### config.mk
export PLATFORM = sky130hd
export DESIGN_NAME = crs_sequencer
export DESIGN_NICKNAME = d
export VERILOG_FILES = /design/src/verilog/crs_pkg.sv /design/src/verilog/crs_flag.sv /design/src/verilog/crs_sequencer.sv
export SDC_FILE = /design/constraint.sdc
export NUM_CORES = 1
export LEC_CHECK = 0
export BUFFER_PORTS_ARGS = -buffer_cell sky130_fd_sc_hd__buf_4
export CAP_MARGIN = 40
export CORE_UTILIZATION = 30
export CTS_CLUSTER_DIAMETER = 120
export CTS_CLUSTER_SIZE = 40
export DETAILED_ROUTE_END_ITERATION = 7
export GPL_ROUTABILITY_DRIVEN = 0
export HOLD_SLACK_MARGIN = 0.05
export PLACE_DENSITY_LB_ADDON = 0.1
export RECOVER_POWER = 25
export REMOVE_ABC_BUFFERS = 1
export SLEW_MARGIN = 25
export SYNTH_ARGS = -nofsm -noshare
export SYNTH_HDL_FRONTEND = slang
export SYNTH_HIERARCHICAL = 1
export SYNTH_SLANG_ARGS = --single-unit
### constraint.sdc
create_clock -name clk_i -period 9.57 [get_ports clk_i]
set_input_delay 1.914 -clock clk_i [delete_from_list [all_inputs] [get_ports clk_i]]
set_output_delay 1.914 -clock clk_i [all_outputs]
set_load 0.005 [all_outputs]
### src/verilog/crs_pkg.sv
// Constants for the clock and reset wake-up sequencer
package crs_pkg;
    // ****************************************
    // Reset sequence timing
    // ****************************************
    localparam int CRS_CLK_MHZ = 100;
    localparam int CRS_PIN_LOW_CYCLES = 128;
    localparam int CRS_SAMPLE_WAIT_CYCLES = 64;
    localparam int CRS_SEQ_CYCLES = CRS_PIN_LOW_CYCLES + CRS_SAMPLE_WAIT_CYCLES;
    localparam int CRS_SYNC_EXTRA = 3;
    localparam int CRS_CHECK_WINDOWS = 50;
    localparam logic [7:0] CRS_CNT_W0 = 8'h00;
    // ****************************************
    // Watchdog constants
    // ****************************************
    localparam logic [15:0] CRS_ARM_FIRST = 16'h0055;
    localparam logic [15:0] CRS_ARM_SECOND = 16'h00aa;
    localparam logic [2:0] CRS_RATE_OFF = 3'h0;
    // ****************************************
    // Reset vector encoding
    // ****************************************
    localparam logic [1:0] CRS_VEC_NORMAL = 2'h0;
    localparam logic [1:0] CRS_VEC_MONITOR = 2'h1;
    localparam logic [1:0] CRS_VEC_WATCHDOG = 2'h2;
    // ****************************************
    // Sequencer states
    // ****************************************
    typedef enum logic [5:0] {
        CRS_RUN = 6'h01,
        CRS_CHECK = 6'h02,
        CRS_PIN_LOW = 6'h04,
        CRS_WAIT = 6'h08,
        CRS_HOLD = 6'h10,
        CRS_STOP = 6'h20
    } crs_state_t;
endpackage : crs_pkg

### src/verilog/crs_flag.sv
// Sticky event flag with write-one-to-clear and local enable
`timescale 1ns/100ps
module crs_flag
    import crs_pkg::*;
(
    // Clock and reset
    input wire logic clk_i,
    input wire logic rst_n_i,
    // Event and software access
    input wire logic set_i,
    input wire logic clear_i,
    input wire logic irq_en_i,
    // Flag and request
    output logic flag_o,
    output logic irq_o
);
    logic flag;

    always_ff @(posedge clk_i or negedge rst_n_i)
    begin
        if (!rst_n_i)
            flag <= 1'b0;
        else if (set_i)
            flag <= 1'b1;
        else if (clear_i)
            flag <= 1'b0;
    end

    assign flag_o = flag;
    assign irq_o = flag & irq_en_i;
endmodule : crs_flag

### src/verilog/crs_sequencer.sv
// Clock and reset wake-up sequencer top
//
// Functional notes
// RL1: Pseudo-stop clock loss enters self-clock, wakes core
// RL2: Full stop exits only on external interrupt/reset
// RL3: External reset in full stop: defaults, checks, sequence
// RL4: Interrupt wake: checks, then release or fail
// RL5: Leaving full stop clears PLL source select
// RL6: Clock monitor ignored during full stop
// RL7: Reset on pin, power, voltage, watchdog, monitor
// RL8: Drive reset pin low 128 plus sync cycles
// RL9: Asynchronous entry, sequencing needs running clock
// RL10: Wait 64 cycles then sample reset pin
// RL11: Vector from sampled pin and pending causes
// RL12: Internal reset held 192 cycles or pin low
// RL13: Monitor reset forces enables, self-clock, check
// RL14: Watchdog needs 0x55 then 0xaa each period
// RL15: Windowed mode: writes only in final quarter
// RL16: Power reset checks clock before sequence start
// RL17: Periodic flag sets on timeout, write-one clears
// RL18: Periodic counter runs in pseudo-stop if kept
// RL19: Lock flag sets on any lock change
// RL20: Self-clock flag sets on entry or exit
// RL21: Encoded reset vector output held until reset
`timescale 1ns/100ps
module crs_sequencer
    import crs_pkg::*;
#(
    parameter int WDOG_W = 16,
    parameter int RTI_W = 16
)
(
    // Clock and reset
    input wire logic clk_i,
    input wire logic rst_n_i,
    // Reset sources
    input wire logic power_on_i,
    input wire logic low_voltage_reset_i,
    input wire logic clk_fail_i,
    // Reset pin, open drain
    input wire logic reset_pin_i,
    output logic reset_pin_o,
    output logic reset_pin_oe_o,
    // Stop mode and wake-up
    input wire logic stop_req_i,
    input wire logic pseudo_stop_select_i,
    input wire logic ext_irq_i,
    input wire logic osc_good_i,
    input wire logic check_window_i,
    input wire logic osc_keep_running_i,
    // Control bits
    input wire logic clk_monitor_en_set_i,
    input wire logic clk_monitor_en_clr_i,
    input wire logic self_clk_en_clr_i,
    input wire logic pll_source_select_set_i,
    input wire logic [2:0] watchdog_rate_field_i,
    input wire logic watchdog_window_i,
    input wire logic [WDOG_W-1:0] watchdog_period_i,
    input wire logic arm_wr_i,
    input wire logic [15:0] arm_data_i,
    // Interrupt flags and enables
    input wire logic [RTI_W-1:0] periodic_period_i,
    input wire logic periodic_irq_en_i,
    input wire logic periodic_flag_clr_i,
    input wire logic pll_lock_i,
    input wire logic pll_lock_irq_en_i,
    input wire logic pll_lock_flag_clr_i,
    input wire logic self_clk_irq_en_i,
    input wire logic self_clk_flag_clr_i,
    // Status and outputs
    output logic clk_monitor_en_o,
    output logic self_clk_en_o,
    output logic self_clocked_state_o,
    output logic pll_source_select_o,
    output logic regulator_en_o,
    output logic pll_en_o,
    output logic clocks_released_o,
    output logic core_wake_o,
    output logic internal_reset_o,
    output logic [1:0] reset_vector_o,
    output logic periodic_flag_o,
    output logic pll_lock_flag_o,
    output logic self_clk_flag_o,
    output logic irq_o
);
    // ****************************************
    // Reset release synchroniser
    // ****************************************
    logic rst_s1;
    logic rst_s2;
    always_ff @(posedge clk_i or negedge rst_n_i)
    begin
        if (!rst_n_i)
        begin
            rst_s1 <= 1'b0;
            rst_s2 <= 1'b0;
        end
        else
        begin
            rst_s1 <= 1'b1;
            rst_s2 <= rst_s1;
        end
    end

    // ****************************************
    // Decode
    // ****************************************
    crs_state_t state;
    crs_state_t next_state;
    logic [7:0] cnt;
    logic [5:0] win_cnt;
    logic cm_pend;
    logic wd_pend;
    logic self_clocked;
    logic clk_monitor_en;
    logic self_clk_en;
    logic pll_sel;
    logic stop_irq_wake;
    logic [WDOG_W-1:0] wd_cnt;
    logic arm_half;
    logic [RTI_W-1:0] rti_cnt;
    logic lock_d;
    logic scm_d;

    wire in_stop = (state == CRS_STOP);
    wire pseudo = in_stop & pseudo_stop_select_i;
    wire full_stop = in_stop & ~pseudo_stop_select_i;
    wire mon_fail = clk_fail_i & clk_monitor_en & ~full_stop;                      // [RL6]
    wire cm_reset = mon_fail & ~self_clk_en;                                   // [RL7]
    wire scm_enter = mon_fail & self_clk_en;
    wire wd_on = (watchdog_rate_field_i != CRS_RATE_OFF);               // [RL7]
    wire wd_timeout = wd_on & (wd_cnt >= watchdog_period_i);
    wire in_last_quarter = wd_cnt >= (watchdog_period_i - (watchdog_period_i >> 2));
    wire arm_bad = arm_wr_i & wd_on & (((arm_data_i != CRS_ARM_FIRST)
                   & (arm_data_i != CRS_ARM_SECOND))
                   | (arm_half & (arm_data_i != CRS_ARM_SECOND)));       // [RL14]
    wire arm_early = arm_wr_i & wd_on & watchdog_window_i & ~in_last_quarter; // [RL15]
    wire arm_done = arm_wr_i & arm_half & (arm_data_i == CRS_ARM_SECOND);
    wire wd_reset = wd_timeout | arm_bad | arm_early;
    wire pin_ext = ~reset_pin_i & (state == CRS_RUN | in_stop);
    wire any_reset = cm_reset | wd_reset | pin_ext;                     // [RL7]
    wire windows_out = (win_cnt == 6'(CRS_CHECK_WINDOWS));
    wire full_wake = full_stop & (ext_irq_i | ~reset_pin_i);            // [RL2]
    wire rti_tick = (rti_cnt == periodic_period_i) & (~in_stop | (pseudo & osc_keep_running_i));
    wire lock_chg = lock_d ^ pll_lock_i;
    wire scm_chg = scm_d ^ self_clocked;
    wire pin_done = (cnt == 8'(CRS_PIN_LOW_CYCLES + CRS_SYNC_EXTRA - 1)); // [RL8]
    wire wait_done = (cnt == 8'(CRS_SAMPLE_WAIT_CYCLES - 1));            // [RL10]
    wire pwr_event = power_on_i | low_voltage_reset_i;                  // [RL7] [RL16]

    // ****************************************
    // Sequencer next state
    // ****************************************
    always_comb
    begin
        next_state = state;
        case (state)
            CRS_RUN:
                if (any_reset)
                    next_state = CRS_PIN_LOW;
                else if (stop_req_i)
                    next_state = CRS_STOP;
            CRS_CHECK:                                                  // [RL16]
                if (osc_good_i | windows_out)
                    next_state = stop_irq_wake ? CRS_RUN : CRS_PIN_LOW;
            CRS_PIN_LOW:
                if (pin_done)
                    next_state = CRS_WAIT;
            CRS_WAIT:
                if (wait_done)
                    next_state = CRS_HOLD;
            CRS_HOLD:                                                   // [RL12]
                if (reset_pin_i)
                    next_state = CRS_RUN;
            CRS_STOP:
                if (full_wake)
                    next_state = CRS_CHECK;                             // [RL3] [RL4]
                else if (pseudo & ~reset_pin_i)
                    next_state = CRS_PIN_LOW;
                else if (pseudo & (ext_irq_i | rti_tick & periodic_irq_en_i
                         | scm_enter & self_clk_irq_en_i))              // [RL1] [RL18]
                    next_state = CRS_RUN;
                else if (cm_reset)
                    next_state = CRS_PIN_LOW;
            default:
                next_state = CRS_RUN;
        endcase
        if (pwr_event)
            next_state = CRS_CHECK;                                     // [RL16]
    end

    // ****************************************
    // Sequencer registers
    // ****************************************
    always_ff @(posedge clk_i or negedge rst_s2)                        // [RL9]
    begin
        if (!rst_s2)
        begin
            state <= CRS_CHECK;                                         // [RL16]
            cnt <= CRS_CNT_W0;
            win_cnt <= 6'h00;
            stop_irq_wake <= 1'b0;
        end
        else
        begin
            state <= next_state;
            cnt <= (next_state != state) ? CRS_CNT_W0 : cnt + 8'h01;
            if (state != CRS_CHECK)
                win_cnt <= 6'h00;
            else if (check_window_i & ~windows_out)
                win_cnt <= win_cnt + 6'h01;
            if (pwr_event)
                stop_irq_wake <= 1'b0;
            else if (full_wake)
                stop_irq_wake <= reset_pin_i;
            else if (state == CRS_CHECK && next_state != CRS_CHECK)
                stop_irq_wake <= 1'b0;
        end
    end

    // ****************************************
    // Configuration bits and self-clock mode
    // ****************************************
    wire stop_ext_rst = full_stop & ~reset_pin_i;
    wire check_fail = (state == CRS_CHECK) & windows_out & ~osc_good_i;
    wire wake_cm_reset = check_fail & stop_irq_wake & ~self_clk_en;            // [RL4]
    always_ff @(posedge clk_i or negedge rst_s2)
    begin
        if (!rst_s2)
        begin
            clk_monitor_en <= 1'b1;
            self_clk_en <= 1'b1;
            pll_sel <= 1'b0;
            self_clocked <= 1'b0;
            cm_pend <= 1'b0;
            wd_pend <= 1'b0;
            reset_vector_o <= CRS_VEC_NORMAL;
        end
        else
        begin
            if (stop_ext_rst | cm_reset | wake_cm_reset)                // [RL3] [RL13]
            begin
                clk_monitor_en <= 1'b1;
                self_clk_en <= 1'b1;
            end
            else
            begin
                if (clk_monitor_en_set_i)
                    clk_monitor_en <= 1'b1;
                else if (clk_monitor_en_clr_i)
                    clk_monitor_en <= 1'b0;
                if (self_clk_en_clr_i)
                    self_clk_en <= 1'b0;
            end
            if (full_wake | stop_ext_rst)
                pll_sel <= 1'b0;                                        // [RL5]
            else if (pll_source_select_set_i)
                pll_sel <= 1'b1;
            if (scm_enter | cm_reset | wake_cm_reset)                   // [RL1] [RL13]
                self_clocked <= 1'b1;
            else if (check_fail & self_clk_en)
                self_clocked <= 1'b1;                                   // [RL4] [RL16]
            else if (osc_good_i)
                self_clocked <= 1'b0;
            if (cm_reset | wake_cm_reset)
                cm_pend <= 1'b1;
            else if (state == CRS_HOLD && reset_pin_i)
                cm_pend <= 1'b0;
            if (wd_reset & state == CRS_RUN)
                wd_pend <= 1'b1;
            else if (state == CRS_HOLD && reset_pin_i)
                wd_pend <= 1'b0;
            if (state == CRS_WAIT && wait_done)                         // [RL11] [RL21]
                reset_vector_o <= ~reset_pin_i ? CRS_VEC_NORMAL
                    : cm_pend ? CRS_VEC_MONITOR
                    : wd_pend ? CRS_VEC_WATCHDOG : CRS_VEC_NORMAL;
        end
    end

    // ****************************************
    // Watchdog
    // ****************************************
    always_ff @(posedge clk_i or negedge rst_s2)
    begin
        if (!rst_s2)
        begin
            wd_cnt <= '0;
            arm_half <= 1'b0;
        end
        else if (state != CRS_RUN || !wd_on || arm_done)                 // [RL14]
        begin
            wd_cnt <= '0;
            arm_half <= 1'b0;
        end
        else
        begin
            wd_cnt <= wd_cnt + 1'b1;
            if (arm_wr_i && arm_data_i == CRS_ARM_FIRST)
                arm_half <= 1'b1;
        end
    end

    // ****************************************
    // Periodic counter and change detectors
    // ****************************************
    always_ff @(posedge clk_i or negedge rst_s2)
    begin
        if (!rst_s2)
        begin
            rti_cnt <= '0;
            lock_d <= 1'b0;
            scm_d <= 1'b0;
        end
        else
        begin
            if (rti_tick)
                rti_cnt <= '0;
            else if (~in_stop | (pseudo & osc_keep_running_i))          // [RL18]
                rti_cnt <= rti_cnt + 1'b1;
            lock_d <= pll_lock_i;
            scm_d <= self_clocked;
        end
    end

    // ****************************************
    // Interrupt flags
    // ****************************************
    logic rti_irq;
    logic lock_irq;
    logic scm_irq;
    crs_flag u_rti_flag (
        .clk_i(clk_i), .rst_n_i(rst_s2), .set_i(rti_tick),              // [RL17]
        .clear_i(periodic_flag_clr_i), .irq_en_i(periodic_irq_en_i),
        .flag_o(periodic_flag_o), .irq_o(rti_irq));
    crs_flag u_lock_flag (
        .clk_i(clk_i), .rst_n_i(rst_s2), .set_i(lock_chg),              // [RL19]
        .clear_i(pll_lock_flag_clr_i), .irq_en_i(pll_lock_irq_en_i),
        .flag_o(pll_lock_flag_o), .irq_o(lock_irq));
    crs_flag u_scm_flag (
        .clk_i(clk_i), .rst_n_i(rst_s2), .set_i(scm_chg | scm_enter),   // [RL20] [RL1]
        .clear_i(self_clk_flag_clr_i), .irq_en_i(self_clk_irq_en_i),
        .flag_o(self_clk_flag_o), .irq_o(scm_irq));

    // ****************************************
    // Outputs
    // ****************************************
    assign irq_o = rti_irq | lock_irq | scm_irq;
    assign reset_pin_o = 1'b0;
    assign reset_pin_oe_o = ~rst_s2 | (state == CRS_PIN_LOW)
        | (state == CRS_CHECK & ~stop_irq_wake);                        // [RL8] [RL16]
    assign internal_reset_o = ~rst_s2 | (state == CRS_CHECK & ~stop_irq_wake)
        | (state == CRS_PIN_LOW) | (state == CRS_WAIT) | (state == CRS_HOLD); // [RL12]
    assign clk_monitor_en_o = clk_monitor_en;
    assign self_clk_en_o = self_clk_en;
    assign self_clocked_state_o = self_clocked;
    assign pll_source_select_o = pll_sel;
    assign regulator_en_o = ~full_stop & ~(pseudo & ~self_clocked);     // [RL1]
    assign pll_en_o = ~full_stop & (pll_sel | self_clocked);
    assign clocks_released_o = ~in_stop & (state != CRS_CHECK);         // [RL4]
    assign core_wake_o = in_stop & (next_state == CRS_RUN);
endmodule : crs_sequencer

==> results.md, run 1 <==
* Post-CTS Setup Inserts at 0
* Vias at approximately 4600
* Most used cell, CP: o21ai_0
* Die width at around 130 um
* Cts repair resizes at 0
* Final nets at approximately 800
* FILL cells at 1755
* CORE AREA at 16800 um^2
* Fin cells at 917
* Reg2Reg Launch Point: rst_s2
* Worst path required time at approximately 7.7 ns
* DIE HEIGHT at between 100 and 150 um
* IO Port Bufs at 91
* Synthesized area at 5240 um^2
* Post-DP HPWL at around 11000 um
* Max-slew violations at 48
* Hold Startpoint: rst_s1
* Clock root buffer: clkbuf_16
* CP max stage delay at between 0.5 and 0.6 ns
* P&R area growth vs syn at 23.1%
* Hold WS at roughly 0.35 ns
* Initial antenna violation count at 0
* RSZ-0062 raised after global routing: no
* Final wirelength at approximately 13000 um
* CP startpoint: watchdog_period_i[0]
* Core Rows at 47
* Die Area at between 15000 and 20000 um^2
* Multi-input logic area at about 3300 um^2
* Mean post-synth cell area at 8.77 um^2
* Clock-pin slew on the worst setup and hold paths at roughly 0.06 ns
* Ranking of synthesized cells by area: dfrtp_1, ha_1, xor2_1
* Failing checks: max-capacitance violations, max-slew violations
* Endpoint class of the critical path: primary output
* Yosys warning count at 6
* Ys async rst share at 100%
* Synth cell types at 68
* CTS H-tree depth at 3
* HP Class: reg -> reg
* Max Fclk at about 0.13 GHz
* Pwr dens at between 100 and 150 nW/um^2
* Final hold vios at 0
* CP Launch Type: input port
* Drt pass-1 iters at 4
* Sequential element share of the synthesized area at between 30% and 40%
* Crit-path cells: buf_4 -> inv_1 -> ha_1 -> inv_1 -> fa_1 -> a21o_1 -> a21oi_1 -> o21ai_0 -> nand2_1 -> o211ai_1 -> a31o_2 -> a21oi_1 -> xnor2_1 -> ha_1 -> nand4_1 -> o22ai_1 -> o21ai_0 -> and3_1 -> or4_1 -> o21ai_0 -> o211a_1 -> buf_4
* Yosys reg bits at 69
* Worst path top cell family by delay: compound AO/OA/AOI/OAI gates
* Yosys top cell by area: dfrtp_1
* Share of layout cells above drive strength 1 at 18.7%
* Initial core utilization at 31.1%
* Relative slew slack at -72.4%
* Setup TNS at 0 ns
* Max-cap violations at 1
* LEAKAGE at 2.96 nW
* Worst skew pair latency at between 0.3 and 0.4 ns
* Post-DRT Antenna Nets at 0
* WP data arrival at around 6.0 ns
* Mapped Cells at slightly below 600
* VDD IR max at around 0.093 mV
* CTS tree: yes
* First-pass GRT wire length at about 21000 um
* First DRT Iteration DRCs at ~180
* TritonCTS Buffers at 9
* DRC at 0
* Critical path's slowest cell: or4_1
* Post-Place Cells at around 900
* Buf/Inv on CP at 4
* Worst Skew at 0.00395 ns
* Synth top area share at 31.5%
* I/O pin count at 93
* Synth Flop Type: dfrtp_1
* Worst-case clock buffer depth at 2
* Slew @ Worst Pin at between 2 and 3 ns
* Register area at roughly 1700 um^2
* Finish-stage setup viols at 0
* Post-synth EDFFs at 0
* Final antenna diode count at 0
* Vias per inst at about 5.0
* Post-route minimum period at approximately 7.9 ns
* Final period util at ~83%
* Number of global-route vias before repair at 4383
* Critical path class: in -> out
* Grt ovf at 0
* Total clock sinks at between 60 and 70
* Cts-stage hold buffer count at 0
* Overall Global Routing Usage at between 10% and 20%
* Largest net degree at the start of global routing at 48
* Worst-path maximum fanout at 3
* Outcome: finished, violations left
* DR WL/cell at roughly 14 um
-- placed cells by master (no fill, tap or decap), drive strengths merged, types with 7 or more instances in the layout --
cell type	n
a21oi	25
inv	36
o21ai	26
clkbuf	11
o211ai	8
or3	7
dfrtp	66
buf	92
and3	7
nor2	78
xnor2	22
ha	52
nand2b	8
nor4	10
a21o	8
nand3	21
nor3	25
xor2	49
nand2	47
nand4	15
-- worst paths after layout --
kind,to,slack (ns),cells after the start
min in group asynchronous,rti_cnt[7],0.39,0
setup reg to reg,cnt[3],6.23,1
hold / removal,rst_s2,0.35,0
setup / recovery,core_wake_o,1.66,22
max in group asynchronous,cnt[3],6.23,1
hold reg to reg,rst_s2,0.35,0
-- synth_stat cells, drive strengths merged (5+ instances only) --
| master | n |
|---|---|
| ha | 52 |
| a21o | 8 |
| xor2 | 49 |
| a21oi | 25 |
| and3 | 7 |
| xnor2 | 22 |
| nand4 | 15 |
| nor4 | 10 |
| nor3 | 25 |
| or2 | 5 |
| buf | 5 |
| o211ai | 8 |
| nor2 | 78 |
| clkbuf | 5 |
| or3 | 7 |
| nand3 | 21 |
| o21ai | 26 |
| a211oi | 5 |
| nand2 | 47 |
| nand2b | 8 |
| dfrtp | 66 |
| and2 | 5 |
| inv | 36 |
| a31oi | 5 |
-- kinds of logic (layout without fill, tap and decap cells) --
| group | count (synthesis) | in the layout | share of synthesized area [%] |
|---|---|---|---|
| compound gates | 103 | 103 | 13.1 |
| xor+xnor | 71 | 71 | 11.9 |
| fa+ha+maj | 53 | 53 | 12.8 |
| buf+inv | 46 | 146 | 3.70 |
| flops | 69 | 69 | 33.0 |
| mux | 1 | 1 | 0.215 |
| other cells | 2 | 2 | 0.143 |
| simple gates | 252 | 252 | 25.1 |
-- layer usage --
metal | part of all wire, % | global-route usage [%] | vias up
met3 | 3.7 | 2.46 | 9
met2 | 46 | 24.1 | 89
met5 | 0 | 0 | -
met4 | 0.98 | 3.87 | 0
met1 | 50 | 20.5 | 2146
li1 | - | - | 2311
-- area by class of cell --
class | instances | area share (%)
Multi-Input combinational cell | 482 | 51.4
Tap cell | 220 | 4.27
Timing Repair Buffer | 94 | 10.8
Clock buffer | 9 | 3.49
Clock inverter | 7 | 1.03
Sequential cell | 69 | 26.8
Inverter | 36 | 2.10
-- power breakdown --
| group | internal (mW) | switching [mW] |
|---|---|---|
| sequential | 0.324 | 0.0422 |
| combinational | 0.102 | 0.107 |
| clock | 0.200 | 0.127 |
-- state kept, by name, summed over array words and instances, names as in the netlist, 2 cells and up --
name            cells
rti_cnt            16
wd_cnt             16
cnt                 8
state               6
win_cnt             6
reset_vector_o      2
-- metrics by stage --
step / util, % / setup WS [ns] / power, mW / instance area, um^2
floorplan: - / 2.15 / 0.500 / 5180
global route: 38.3 / 1.27 / 0.962 / 6450
CTS: 38.4 / 1.62 / 0.915 / 6450
detailed placement: 36.6 / 1.62 / 0.581 / 6160
finish: 38.3 / 1.66 / 0.902 / 6450
global placement: 36.6 / 1.72 / 0.577 / 6160
Power figures use the tool's default switching activity.
==> run 2, diff against run 1 <==
==> constraint.sdc (replaced) <==
create_clock -name clk_i -period 6.95 [get_ports clk_i]
set_input_delay 1.39 -clock clk_i [delete_from_list [all_inputs] [get_ports clk_i]]
set_output_delay 1.39 -clock clk_i [all_outputs]
set_load 0.005 [all_outputs]
==> results.md, run 2 (synthesis results as in run 1) <==
* Setup WS pre-CTS at 0.151 ns (-1.47 ns)
* Setup WS post-layout at 0.346 ns (-1.31 ns)
* RSZ-0062 raised after global routing: no
* Final antenna diode count at 0 (unchanged)
* CP Launch Type: input port
* Core Util, Final at 38.5% (+0.20 points)
* Largest net degree at the start of global routing at 39 (-19%)
* Slew @ Worst Pin at 2.06 ns (-0.525 ns)
* Max-slew violations at 39 (-19%)
* Routing usage on met3 at 3.25% (+0.79 points)
* Initial antenna violation count at 0 (unchanged)
* Vias per inst at 5.03 (+1.2%)
* Final hold vios at 0 (unchanged)
* Failing checks: max-capacitance violations, max-slew violations
* Final nets at 823 (+0.24%)
* Switching pwr at 0.373 mW (+35%)
* Initial core utilization at 31.1% (unchanged)
* Post-Place Cells at 903 (+0.22%)
* Total clock sinks at 69 (unchanged)
* Vias at 4614 (+1.3%)
* Share of layout cells above drive strength 1 at 19.2% (+0.55 points)
* Overall Global Routing Usage at 15.6% (+0.74 points)
* Outcome: finished, violations left
* IO Port Bufs at 91 (unchanged)
* Max Fclk at about 0.15 GHz
* Die Area at 18000 um^2 (unchanged)
* Commonest cells after routing, fill and taps aside: buf_4, nor2_1, dfrtp_1, ha_1, xor2_1
* Relative slew slack at -37.4% (+35 points)
* Met1 Track Usage GR at 20.7% (+0.28 points)
* VDD IR max at 0.0954 mV (+2.3%)
* Final wirelength at 13400 um (+3.0%)
* HP Class: reg -> reg
* First DRT Iteration DRCs at 166 (-5.7%)
* Drt pass-1 iters at 4 (unchanged)
* Worst-path maximum fanout at 3 (unchanged)
* Final Total Pwr at 1.25 mW (+38%)
* Critical path's slowest cell: or4_1
* DRC at 0 (unchanged)
* Combinational power share at 23.7% (+0.6 points)
* I/O pin count at 93 (unchanged)
* Pwr dens at 192 nW/um^2 (+38%)
* Worst-case clock buffer depth at 2 (unchanged)
* Sw Share at 29.9% (-0.68 points)
* Die width at 134 um (unchanged)
* Top flop regs: rti_cnt x16, wd_cnt x16, cnt x8
* Finished Cell Area at 6480 um^2 (+0.52%)
* Int Pwr at 0.874 mW (+40%)
* Finish-stage setup viols at 0 (unchanged)
* Critical path class: in -> out
* Post-route minimum period at 6.60 ns
* Worst Skew at 0.0111 ns (+0.00720 ns)
* Clock root buffer: clkbuf_16
* First-pass GRT wire length at 22200 um (+4.4%)
* Clock-pin slew on the worst setup and hold paths at 0.06 ns (about the same)
* Final period util at a little over nine tenths
* Hold WS at 0.357 ns (+0.00863 ns)
* Max-cap violations at 1 (unchanged)
* Commonest non-fill, non-tap cell in the layout: buf_4
* WP data arrival at 5.21 ns (-0.79 ns)
* Register share of total power at 40.3% (-0.3 points)
* TritonCTS Buffers at 9 (unchanged)
* CP max stage delay at 0.55 ns (+0.02 ns)
* LEAKAGE at 2.98 nW (+0.48%)
* Post-CTS Setup Inserts at 0 (unchanged)
* Post-DRT Antenna Nets at 0 (unchanged)
* Fin cells at 918 (+0.11%)
* Worst skew pair latency at 0.34 ns (about the same)
* Number of global-route vias before repair at 4578 (+4.4%)
* Grt met2 use at 25.5% (+1.4 points)
* DR WL/cell at 14.6 um (+2.9%)
* Clock Power Share at 36.0% (-0.3 points)
* Grt ovf at 0 (unchanged)
* Core Rows at 47 (unchanged)
* Busiest grt layer: met2
* CTS H-tree depth at 3 (unchanged)
* Placed Area at 6180 um^2 (+0.24%)
* Crit-path cells: buf_4 -> inv_1 -> ha_1 -> inv_1 -> fa_1 -> a21o_1 -> a21oi_2 -> o21ai_1 -> nand2_1 -> o211ai_1 -> a31o_2 -> a21oi_1 -> xnor2_1 -> ha_1 -> nand4_1 -> o22ai_1 -> o21ai_0 -> and3_1 -> or4_1 -> o21ai_2 -> o211a_1 -> buf_4
* Setup TNS at 0 ns (unchanged)
* DIE HEIGHT at 134 um (unchanged)
* Worst path required time at 5.56 ns (-2.10 ns)
* CORE AREA at 16800 um^2 (unchanged)
* P&R area growth vs syn at 23.8%
* CTS tree: yes
* Post-DP HPWL at 10700 um (+1.5%)
* Endpoint class of the critical path: primary output
## run 2: layout make-up
| type | count | area [um^2] |
|---|---|---|
| clock inverters | 2 | 35.0 |
| repair buffers | 96 | 717 |
| flip-flops and latches | 69 | 1730 |
| well taps | 220 | 275 |
| multi-input cells | 482 | 3340 |
| fillers | 1792 | 10300 |
| clock buffers | 13 | 250 |
| inverters | 36 | 135 |
## run 2: layer usage
layer  up-vias  part of all wire, %
met4         0                  1.1
met2       106                   46
met1      2191                   48
met3        13                  4.7
met5         -                    0
li1       2304                    -
## run 2: power by group through the flow
stage,clock (mW),combinational (mW),sequential (mW)
2_1_floorplan,0,0.189,0.499
3_3_place_gp,0,0.290,0.508
3_5_place_dp,0,0.297,0.509
4_1_cts,0.463,0.298,0.503
5_1_grt,0.484,0.339,0.511
6_report,0.449,0.295,0.503
## run 2: final timing paths
path                                 startpoint          end  slack, ns  depth (start not counted)
max                        watchdog_period_i[0]  core_wake_o       0.35                         22
min                                      rst_s1       rst_s2       0.36                          0
max reg2reg                           wd_cnt[0]       cnt[5]       3.94                         10
min reg2reg                              rst_s1       rst_s2       0.36                          0
max in group asynchronous                rst_s2     state[1]       4.58                          2
min in group asynchronous               rst_n_i       rst_s1       0.82                          1
## run 2: timing repair
action | in CTS | in global routing
endpoints found under the hold margin | 0 | 0
setup endpoints to repair | 0 | 1
hold buffers | 0 | 0
gates resized for setup | 0 | 7
## run 2: critical path, delay by kind of cell
| family | cells | cell delay [ns] |
|---|---|---|
| buffers and inverters | 4 | 0.33 |
| AO/OA/AOI/OAI | 10 | 1.57 |
| AND/OR/NAND/NOR | 4 | 0.98 |
| XOR/XNOR | 1 | 0.09 |
| adder cells (fa/ha/maj) | 3 | 0.84 |
==> run 3, diff against run 2 <==
==> constraint.sdc (replaced) <==
create_clock -name clk_i -period 6.3 [get_ports clk_i]
set_input_delay 1.26 -clock clk_i [delete_from_list [all_inputs] [get_ports clk_i]]
set_output_delay 1.26 -clock clk_i [all_outputs]
set_load 0.005 [all_outputs]
==> results.md, run 3 (synthesis results as in run 1) <==
* Outcome: finished, violations left
* Failing checks: max-capacitance violations, max-slew violations
* Worst path required time at 5.04 ns (-0.52 ns)
* Vias per inst at 4.97 (-1.1%)
* DR WL/cell at 14.2 um (-2.3%)
* TritonCTS Buffers at 9 (unchanged)
* Finish-stage setup viols at 0 (unchanged)
* Top flop regs: rti_cnt x16, wd_cnt x16, cnt x8
* CORE AREA at 16800 um^2 (unchanged)
* Fin cells at 935 (+1.9%)
* P&R area growth vs syn at 27.3%
* Relative slew slack at -28.5% (+8.8 points)
* Commonest cells after routing, fill and taps aside: buf_4, nor2_1, dfrtp_1, ha_1, xor2_1
* Post-DRT Antenna Nets at 0 (unchanged)
* Max-slew violations at 71 (+82%)
* Max Fclk at approximately 0.16 GHz
* First-pass GRT wire length at 21700 um (-2.3%)
* Die Area at 18000 um^2 (unchanged)
* Pwr dens at 217 nW/um^2 (+13%)
* Overall Global Routing Usage at 15.1% (-0.54 points)
* Clock-pin slew on the worst setup and hold paths at 0.06 ns (about the same)
* Largest net degree at the start of global routing at 37 (-5.1%)
* Finished Cell Area at 6670 um^2 (+2.9%)
* Critical path class: in -> out
* Total clock sinks at 69 (unchanged)
* Clock root buffer: clkbuf_16
* Final period util at between 90% and 100%
* Share of layout cells above drive strength 1 at 22.5% (+3.3 points)
* HP Class: reg -> reg
* Commonest non-fill, non-tap cell in the layout: buf_4
* Final Total Pwr at 1.45 mW (+16%)
* Worst skew pair latency at 0.33 ns (about the same)
* Final antenna diode count at 0 (unchanged)
* Vias at 4646 (+0.69%)
* IO Port Bufs at 91 (unchanged)
* Number of global-route vias before repair at 4581 (+0.066%)
* Post-DP HPWL at 10500 um (-1.6%)
* CP Launch Type: input port
* I/O pin count at 93 (unchanged)
* Final wirelength at 13300 um (-0.51%)
* Slew @ Worst Pin at 1.93 ns (-0.132 ns)
* Max-cap violations at 2 (+1)
* Initial antenna violation count at 0 (unchanged)
* Die width at 134 um (unchanged)
* Core Rows at 47 (unchanged)
* Post-route minimum period at 6.15 ns
* CTS H-tree depth at 3 (unchanged)
* Final nets at 839 (+1.9%)
* Post-Place Cells at 914 (+1.2%)
* Worst-path maximum fanout at 3 (unchanged)
* Grt ovf at 0 (unchanged)
* Worst-case clock buffer depth at 2 (unchanged)
* WP data arrival at 4.89 ns (-0.32 ns)
* Hold WS at 0.355 ns (-0.00190 ns)
* RSZ-0062 raised after global routing: yes
* DIE HEIGHT at 134 um (unchanged)
* Endpoint class of the critical path: primary output
* FILL cells at 1751 (-2.3%)
* VDD IR max at 0.151 mV (+58%)
* First DRT Iteration DRCs at 160 (-3.6%)
* Final hold vios at 0 (unchanged)
* LEAKAGE at 3.06 nW (+2.9%)
* Setup TNS at 0 ns (unchanged)
* Placed Area at 6260 um^2 (+1.4%)
* Worst Skew at 0.0117 ns (+0.000511 ns)
* Drt pass-1 iters at 4 (unchanged)
* CTS tree: yes
* DRC at 0 (unchanged)
* Initial core utilization at 31.1% (unchanged)
[run 3: cell types whose count changed in the layout (fill, tap and decap cells not counted), sizes merged]
cell      delta
buf         +13
bufinv       +1
clkinv       +2
clkinvlp     +1
[run 3: final timing paths]
| check | from | cells after the start | slack [ns] | end |
|---|---|---|---|---|
| min in group asynchronous | rst_n_i | 1 | 0.70 | rst_s1 |
| setup reg to reg | rst_s2 | 2 | 2.84 | wd_cnt[15] |
| setup / recovery | watchdog_period_i[0] | 22 | 0.15 | core_wake_o |
| max in group asynchronous | rst_s2 | 2 | 2.84 | wd_cnt[15] |
| hold reg to reg | rst_s1 | 0 | 0.36 | rst_s2 |
| hold / removal | rst_s1 | 0 | 0.36 | rst_s2 |
[run 3: what timing repair did]
| item | CTS | global route |
|---|---|---|
| hold buffers | 0 | 0 |
| endpoints found under the setup margin | 1 | 1 |
| pin swaps | 0 | 15 |
| resized for setup | 8 | 11 |
| buffers inserted | 0 | 5 |
[run 3: where the power goes]
part	internal [mW]	total (mW)	switching [mW]
Combinational	0.168	0.340	0.172
Clock	0.357	0.556	0.200
Sequential	0.492	0.552	0.0602
Total	1.02	1.45	0.432
[run 3: critical path, cell delays in order]
cell	delay, ns
buf_4	0.11
inv_1	0.05
ha_2	0.17
inv_1	0.05
fa_2	0.34
a21o_1	0.18
a21oi_2	0.17
o21ai_2	0.09
nand2_1	0.10
o211ai_1	0.15
a31o_2	0.25
a21oi_2	0.12
xnor2_1	0.08
ha_1	0.30
nand4_1	0.11
o22ai_1	0.16
o21ai_1	0.07
and3_4	0.16
or4_4	0.52
o21ai_2	0.17
o211a_1	0.16
buf_4	0.11
[run 3: metal layers]
| metal | part of all wire (%) | up-vias | track usage [%] |
|---|---|---|---|
| li1 | - | 2353 | - |
| met1 | 50 | 2187 | 20.6 |
| met2 | 46 | 95 | 24.6 |
| met3 | 3.1 | 11 | 1.78 |
| met4 | 1.0 | 0 | 4.99 |
| met5 | 0 | - | 0 |
[run 3: metrics by stage]
step	util, %	setup WS [ns]
floorplan	-	0.191
global route	39.6	-0.0340
detailed placement	37.2	-0.184
CTS	39.3	0.0153
finish	39.6	0.152
global placement	37.2	-0.111
[run 3: final cells by class]
class / count / area (um^2) / area share, %
Clock inverter: 6 / 86.3 / 1.30
Tap cell: 220 / 275 / 4.13
Multi-Input combinational cell: 482 / 3370 / 50.6
Inverter: 36 / 135 / 2.03
Clock buffer: 10 / 239 / 3.58
Timing Repair Buffer: 112 / 826 / 12.4
Sequential cell: 69 / 1730 / 26.0
